**src/tdh_defs.vh**
```
`ifndef TDH_DEFS_VH
`define TDH_DEFS_VH
// dot oscillator in kHz
`define TDH_DOT_FREQ_KHZ 9828
`define TDH_DOTS_PER_SLOT 3'h6
`define TDH_DOT_LAST 3'h5
`define TDH_SLOTS_PER_LINE 7'h69
`define TDH_SLOT_LAST 7'h68
`define TDH_SLOT_GATE_ON 7'h02
`define TDH_SLOT_GATE_OFF 7'h52
`define TDH_SLOT_ROW_ADV 7'h51
`define TDH_SLOT_SYNC_INT 7'h54
`define TDH_SLOT_HSYNC_ON 7'h58
`define TDH_SLOT_HSYNC_OFF 7'h14
`define TDH_SLOT_RESET 7'h00
`define TDH_DOT_RESET 3'h0
`define TDH_BIT_W2 1
`define TDH_BIT_W64 6
`define TDH_GATE_RESET 1'h0
`define TDH_HSYNC_RESET 1'h0
`define TDH_SYNC_RESET 1'h0
`define TDH_ROW_RESET 1'h0
`define TDH_STROBE_IDLE 1'h1
`define TDH_EDGE_RESET 1'h0
`endif

```
**src/tdh_dot_divider.v**
```verilog
`timescale 1ns/1ps
`include "tdh_defs.vh"
module tdh_dot_divider (
   // clock and reset
   input wire sys_clk,
   input wire reset,
   // dot phase and slot advance
   output reg [2:0] dot_count_reg,
   output reg slot_advance_reg
);
   reg [2:0] dot_count_next;

   always @* begin
      if (dot_count_reg == `TDH_DOT_LAST) begin
         dot_count_next = `TDH_DOT_RESET;
      end else begin
         dot_count_next = dot_count_reg + 3'h1;
      end
   end

   always @(posedge sys_clk) begin
      if (reset) begin
         dot_count_reg <= `TDH_DOT_RESET;
         slot_advance_reg <= 1'b0;
      end else begin
         dot_count_reg <= dot_count_next;
         slot_advance_reg <= (dot_count_reg == `TDH_DOT_LAST);
      end
   end
endmodule // tdh_dot_divider

```
**src/tdh_horizontal_timing.v**
```verilog
// How it works
// - sys_clk is the dot clock
// - modulo-six dot divider gives slot advance
// - slot advance strobe is active low, one whole dot
// - 105 slots per line, 80 displayed
// - gate opens at slot 2
// - gate closes at slot 82
// - sync interval from 84 until wrap
// - counter reloads zero after 104
// - seven-bit count, decode compares all bits 0-6
// - gate flop clocks on weight-2 rise
// - gated char strobes and shift pulses
// - row advance pulse at slot 81
// - hsync asserts at 88, ends at 20
// - vertical enable input bounds active lines
`timescale 1ns/1ps
`include "tdh_defs.vh"
module tdh_horizontal_timing (
   // clock and reset
   input wire sys_clk,
   input wire reset,
   // vertical section
   input wire vert_display_enable,
   // video path
   output reg dot_gate_flop,
   output reg char_strobe_n,
   output reg shift_pulse_n,
   output reg slot_advance_n,
   output reg [6:0] slot_count,
   // margins and sync
   output reg sync_interval,
   output reg hsync,
   // character scan-line counter
   output reg row_advance_flop
);
   // line regions; the sync interval output is high in the last one
   localparam [1:0] REGION_LEFT = 2'h0;
   localparam [1:0] REGION_ACTIVE = 2'h1;
   localparam [1:0] REGION_RIGHT = 2'h2;
   localparam [1:0] REGION_SYNC = 2'h3;

   // slot advance from the dot divider
   wire slot_advance;

   // slot counter and region
   reg [6:0] slot_next;
   reg [1:0] region_reg;
   reg [1:0] region_next;

   // gate flop control
   reg w2_prev_reg;
   reg w2_rise;
   reg gate_load;
   reg gate_clear;
   reg gate_next;

   // next values of the registered outputs
   reg hsync_next;
   reg sync_next;
   reg row_next;
   reg strobe_next;
   reg shift_next;

   // one sys_clk per dot; half-dot pulses become one-cycle low pulses
   // the dot phase itself is not needed here, only the advance
   tdh_dot_divider tdh_dot_divider_i (
      .sys_clk(sys_clk),
      .reset(reset),
      .dot_count_reg(),
      .slot_advance_reg(slot_advance)
   );

   // upper five bits pick the decode group, the low two bits pin the slot
   // inside it, since not every stated edge falls on a group boundary
   function is_slot;
      input [6:0] cnt;
      input [6:0] val;
      begin
         is_slot = (cnt[6:2] == val[6:2]) && (cnt[1:0] == val[1:0]);
      end
   endfunction

   // true on the advance that takes the count onto the given slot
   function enters_slot;
      input adv;
      input [6:0] nxt;
      input [6:0] val;
      begin
         enters_slot = adv && is_slot(nxt, val);
      end
   endfunction

   // modulo-105 slot count
   always @* begin
      if (slot_count == `TDH_SLOT_LAST) begin
         slot_next = `TDH_SLOT_RESET;
      end else begin
         slot_next = slot_count + 7'h01;
      end
   end

   // region steps only on an advance, to the region that slot_next opens
   always @* begin
      region_next = region_reg;
      case (region_reg)
         REGION_LEFT: begin
            if (enters_slot(slot_advance, slot_next, `TDH_SLOT_GATE_ON)) begin
               region_next = REGION_ACTIVE;
            end
         end
         REGION_ACTIVE: begin
            if (enters_slot(slot_advance, slot_next, `TDH_SLOT_GATE_OFF)) begin
               region_next = REGION_RIGHT;
            end
         end
         REGION_RIGHT: begin
            if (enters_slot(slot_advance, slot_next, `TDH_SLOT_SYNC_INT)) begin
               region_next = REGION_SYNC;
            end
         end
         REGION_SYNC: begin
            if (enters_slot(slot_advance, slot_next, `TDH_SLOT_RESET)) begin
               region_next = REGION_LEFT;
            end
         end
         default: begin
            region_next = REGION_LEFT;
         end
      endcase
   end

   // sync interval
   always @* begin
      sync_next = (region_next == REGION_SYNC);
   end

   // hsync spans the wrap, so it is a set/clear pair and not a range test
   always @* begin
      hsync_next = hsync;
      if (enters_slot(slot_advance, slot_next, `TDH_SLOT_HSYNC_ON)) begin
         hsync_next = 1'h1;
      end else if (enters_slot(slot_advance, slot_next, `TDH_SLOT_HSYNC_OFF)) begin
         hsync_next = 1'h0;
      end
   end

   // one pulse for the scan-line counter as the last character slot (slot 81) begins
   always @* begin
      row_next = enters_slot(slot_advance, slot_next, `TDH_SLOT_ROW_ADV);
   end

   // only the weight-2 rise at slot 2 loads the gate; later rises would reload
   // the same level, so a mid-line change of the enable waits for the next line
   always @* begin
      w2_rise = slot_count[`TDH_BIT_W2] && !w2_prev_reg && !slot_count[`TDH_BIT_W64];
      gate_load = w2_rise && is_slot(slot_count, `TDH_SLOT_GATE_ON);
      gate_clear = is_slot(slot_count, `TDH_SLOT_GATE_OFF);
      if (gate_load) begin
         gate_next = vert_display_enable;
      end else if (gate_clear) begin
         gate_next = 1'h0;
      end else begin
         gate_next = dot_gate_flop;
      end
   end

   // video path pulses, both held off while the gate is clear
   always @* begin
      strobe_next = ~(dot_gate_flop && slot_advance);
      shift_next = ~dot_gate_flop;
   end

   // slot counter, region and the weight-2 history
   always @(posedge sys_clk) begin
      if (reset) begin
         slot_count <= `TDH_SLOT_RESET;
         region_reg <= REGION_LEFT;
         w2_prev_reg <= `TDH_EDGE_RESET;
      end else begin
         if (slot_advance) begin
            slot_count <= slot_next;
         end
         region_reg <= region_next;
         w2_prev_reg <= slot_count[`TDH_BIT_W2];
      end
   end

   // dot gate
   always @(posedge sys_clk) begin
      if (reset) begin
         dot_gate_flop <= `TDH_GATE_RESET;
      end else begin
         dot_gate_flop <= gate_next;
      end
   end

   // monitor sync, sync interval and the scan-line advance
   // all change on the advance edge, together with slot_count, except the scan-line pulse, which falls one cycle later
   always @(posedge sys_clk) begin
      if (reset) begin
         hsync <= `TDH_HSYNC_RESET;
         sync_interval <= `TDH_SYNC_RESET;
         row_advance_flop <= `TDH_ROW_RESET;
      end else begin
         hsync <= hsync_next;
         sync_interval <= sync_next;
         row_advance_flop <= row_next;
      end
   end

   // active-low pulses; each lasts one whole dot cycle instead of half a dot
   // because there is no second clock edge to time the half
   always @(posedge sys_clk) begin
      if (reset) begin
         slot_advance_n <= `TDH_STROBE_IDLE;
         char_strobe_n <= `TDH_STROBE_IDLE;
         shift_pulse_n <= `TDH_STROBE_IDLE;
      end else begin
         slot_advance_n <= ~slot_advance;
         char_strobe_n <= strobe_next;
         shift_pulse_n <= shift_next;
      end
   end
endmodule // tdh_horizontal_timing

```
**config.mk**
```make
export PLATFORM = sky130hd
export DESIGN_NAME = tdh_horizontal_timing
export DESIGN_NICKNAME = d
export VERILOG_FILES = /design/src/tdh_dot_divider.v /design/src/tdh_horizontal_timing.v
export VERILOG_INCLUDE_DIRS = /design/src
export SDC_FILE = /design/constraint.sdc
export NUM_CORES = 1
export LEC_CHECK = 0
export ABC_CLOCK_PERIOD_IN_PS = 4550
export BUFFER_PORTS_ARGS = -buffer_cell sky130_fd_sc_hd__buf_4
export CORE_MARGIN = 2
export CORE_UTILIZATION = 29
export DETAILED_ROUTE_END_ITERATION = 8
export REMOVE_ABC_BUFFERS = 1
export SLEW_MARGIN = 0
export SYNTH_ARGS = -nofsm -noshare
export SYNTH_HDL_FRONTEND = slang
export SYNTH_HIERARCHICAL = 1
export SYNTH_SLANG_ARGS = --single-unit
```
**constraint.sdc**
```tcl
create_clock -name sys_clk -period 4.55 [get_ports sys_clk]
set_input_delay 0.91 -clock sys_clk [delete_from_list [all_inputs] [get_ports sys_clk]]
set_output_delay 0.91 -clock sys_clk [all_outputs]
set_load 0.02 [all_outputs]
```
==> impl_metrics.tcl <==
set metrics [dict create \
    finalHoldViolCount 0 \
    synth_top_area_cell "dfxtp_1" \
    final_antenna_net_count 0 \
    crit_family "simple AND/OR/NAND/NOR gates" \
    pin_count 17 \
    num_vias 1059 \
    setup_tns_ps 0 \
    crit_chain "ha_1, nand3_2, or3_1, a21oi_2, a31oi_1, o21a_1, nor4_2" \
    firstDrtPassIters 4 \
    report.final.setup_viol 0 \
    drv_slew 0 \
    grt_antenna_before_repair 0 \
    place_congestion 0.877 \
    ys_ff_latch 21 \
    postSynthCellCount 149 \
    n_fill_cell 443 \
    drt_iter0_drc 45 \
    routed_via_density 5.12 \
    critPathRequiredTime_ps 4730 \
    ff2ff_path_depth 7 \
    rows 23 \
    clockBufferDepth 2 \
    rsz0062_at_grt "no" \
    combPwrFrac_pct 3.5 \
    startpoint_type "register" \
    die_area_sq_um 4870 \
    cp.arrival_ps 2620 \
    relSlewSlack_pct 57.7 \
    ctsResizeCount 0 \
    hold_ws_ps 430 \
    min_period_ps 2440 \
    postSynthAreaPerCell_sq_um 8.43 \
    vdd_ir_drop_max_mv 0.146 \
    period_share_pct 53.5 \
    powerDensity_nw_per_um2 228 \
    ys_types 48 \
    worstReg2RegStart "slot_count[0]$_SDFFE_PP0P_" \
    final_nets 167 \
    grt_pass1_vias 984 \
    cts.clk_slew.worst_paths_ps 80 \
    critical_path.endpoint_type "register" \
    yosysWarnings 6 \
    layout_commonest_cell "dfxtp_1" \
    clock_skew_ps 5.11 \
    postCtsHoldBufs 0 \
    diodes 0 \
    path_depth 7 \
    port_buffers 16 \
    synthTopCellsByArea "dfxtp_1 33%, ha_1 6.0%, nor2_1 4.8%, a21oi_1 3.6%, nand2_1 3.3%" \
    cts_tree "done" \
    yosysSeqAreaShare_pct 33.5 \
    critPathKind "register to register" \
    ff_latch_area_sq_um 420 \
    max_freq_mhz 410 \
    power_frac_clock_pct 37.7 \
    drv_cap 0 \
    cts_made_buffers 3 \
    insertion_delay_ps 260 \
    hpwl_microns 1860 \
    critPathLaunch "slot_count[0]$_SDFFE_PP0P_" \
    drcViolationCount 0 \
    largest_reg_flops 7 \
    leakagePower_nw 0.494 \
    cpMaxStageDelayCell "dfxtp_1" \
    grt_max_degree 21 \
    hp-start "dot_gate_flop$_SDFFE_PP0P_" \
    initial_utilization_pct 30.7 \
    status "finished clean" \
    synthToLayoutAreaGrowth_pct 12.0 \
    synth-edff-count 0 \
    grt_remaining_overflow 0 \
    coreArea_sq_um 4090 \
    wl_per_cell_microns 12.5 \
    routed_wl_microns 2590 \
    path_max_fanout 16 \
    post_cts_buffers 0 \
    grt_first_pass_wirelength_microns 4470 \
    worstHoldPathCells 1 \
    multi_input_area_sq_um 738 \
    cts_root_buf "clkbuf_8" \
    worst_pin_slew_ps 633 \
    seqPwrFrac_pct 58.8 \
    critical_path_buf_inv_count 0 \
    grt_usage_pct 10.9 \
    cell_internal_pwr_w 0.000252 \
    synth_ff_type "dfxtp_1" \
    synthArstFlopShare_pct 0 \
    final_cell_mix "21 x dfxtp_1, 16 x nor2_1, 16 x buf_4" \
    hp-class "register to register" \
    h-tree-depth 1 \
    cpPeakStageDelay_ps 650 \
    clkSinkCount 21 \
    drive_above_1_share_pct 17.8 \
    netlist_area_sq_um 1260 \
    sw_frac_of_total_pct 21.2 \
    fp.dieH_microns 69.8 \
    die_w_microns 69.8 \
    switchingPower_w 0.0000679 \
    yosysTopAreaCellShare_pct 33.5 \
]
==> path summary, 6_finish.rpt <==
| kind | to | slack, ps |
|---|---|---|
| setup / recovery | region_reg[0]$_SDFF_PP0_ | 2110 |
| hold / removal | shift_pulse_n$_SDFF_PP1_ | 430 |
| setup reg to reg | region_reg[0]$_SDFF_PP0_ | 2110 |
| hold reg to reg | shift_pulse_n$_SDFF_PP1_ | 430 |
==> power by group through the flow <==
stage                      logic (W)  clock network, W  registers [W]
after global placement     0.0000112                 0       0.000193
after global routing       0.0000135          0.000132       0.000189
after CTS                  0.0000114          0.000126       0.000188
after detailed placement   0.0000114                 0       0.000193
final                      0.0000112          0.000121       0.000188
after floorplan           0.00000621                 0       0.000192
==> per-layer routing <==
metal	global-route usage, %	wire (microns)	vias to the layer above
met2	18.4	1240	23
met4	1.50	0	0
li1	-	-	553
met3	3.20	115	0
met5	0	0	-
met1	13.9	1240	483
==> cells in the mapped netlist, drive strengths merged, types with 2 or more instances <==
| cell type | count |
|---|---|
| nor2b | 2 |
| a211oi | 2 |
| nor2 | 16 |
| nor3 | 3 |
| nor4 | 3 |
| a21oi | 11 |
| or3 | 4 |
| nand2 | 11 |
| buf | 9 |
| a311oi | 2 |
| nand3b | 4 |
| and4 | 2 |
| a21o | 2 |
| and3 | 4 |
| a31oi | 6 |
| nand3 | 2 |
| nand2b | 3 |
| o21ai | 5 |
| clkbuf | 3 |
| mux2i | 3 |
| or3b | 2 |
| ha | 6 |
| inv | 5 |
| dfxtp | 21 |
| nand4 | 4 |
==> final cells by class <==
| class | instances | share of cell area, % |
|---|---|---|
| inverter | 5 | 1.33 |
| clock buffer | 3 | 2.94 |
| sequential | 21 | 29.9 |
| multi-input combinational | 111 | 52.5 |
| clock inverter | 1 | 0.356 |
| timing repair buffer | 16 | 8.54 |
| tap | 50 | 4.45 |
==> stage by stage <==
step                      power, W  util [%]  instances  area (sq um)  setup slack [ps]
after detailed placement  0.000204      33.3        203          1360              2140
after CTS                 0.000326      34.4        207          1410              2130
after global routing      0.000334      34.4        207          1410              1940
after floorplan           0.000199         -        137          1180              2250
final                     0.000320      34.4        207          1410              2110
after global placement    0.000204      33.3        203          1360              2220
==> kinds of logic (layout without fill, tap and decap cells) <==
logic type,count (synthesis),count (layout),share of synthesized area (%)
and+or+nand+nor,66,66,30.8
adders and majority gates,6,6,5.98
buffers and inverters,17,25,7.77
AOI/OAI and AO/OA,34,34,18.2
xor gates and xnor gates,2,2,1.39
muxes,3,3,2.39
DFF,21,21,33.5
(Power assumes the default switching activity.)
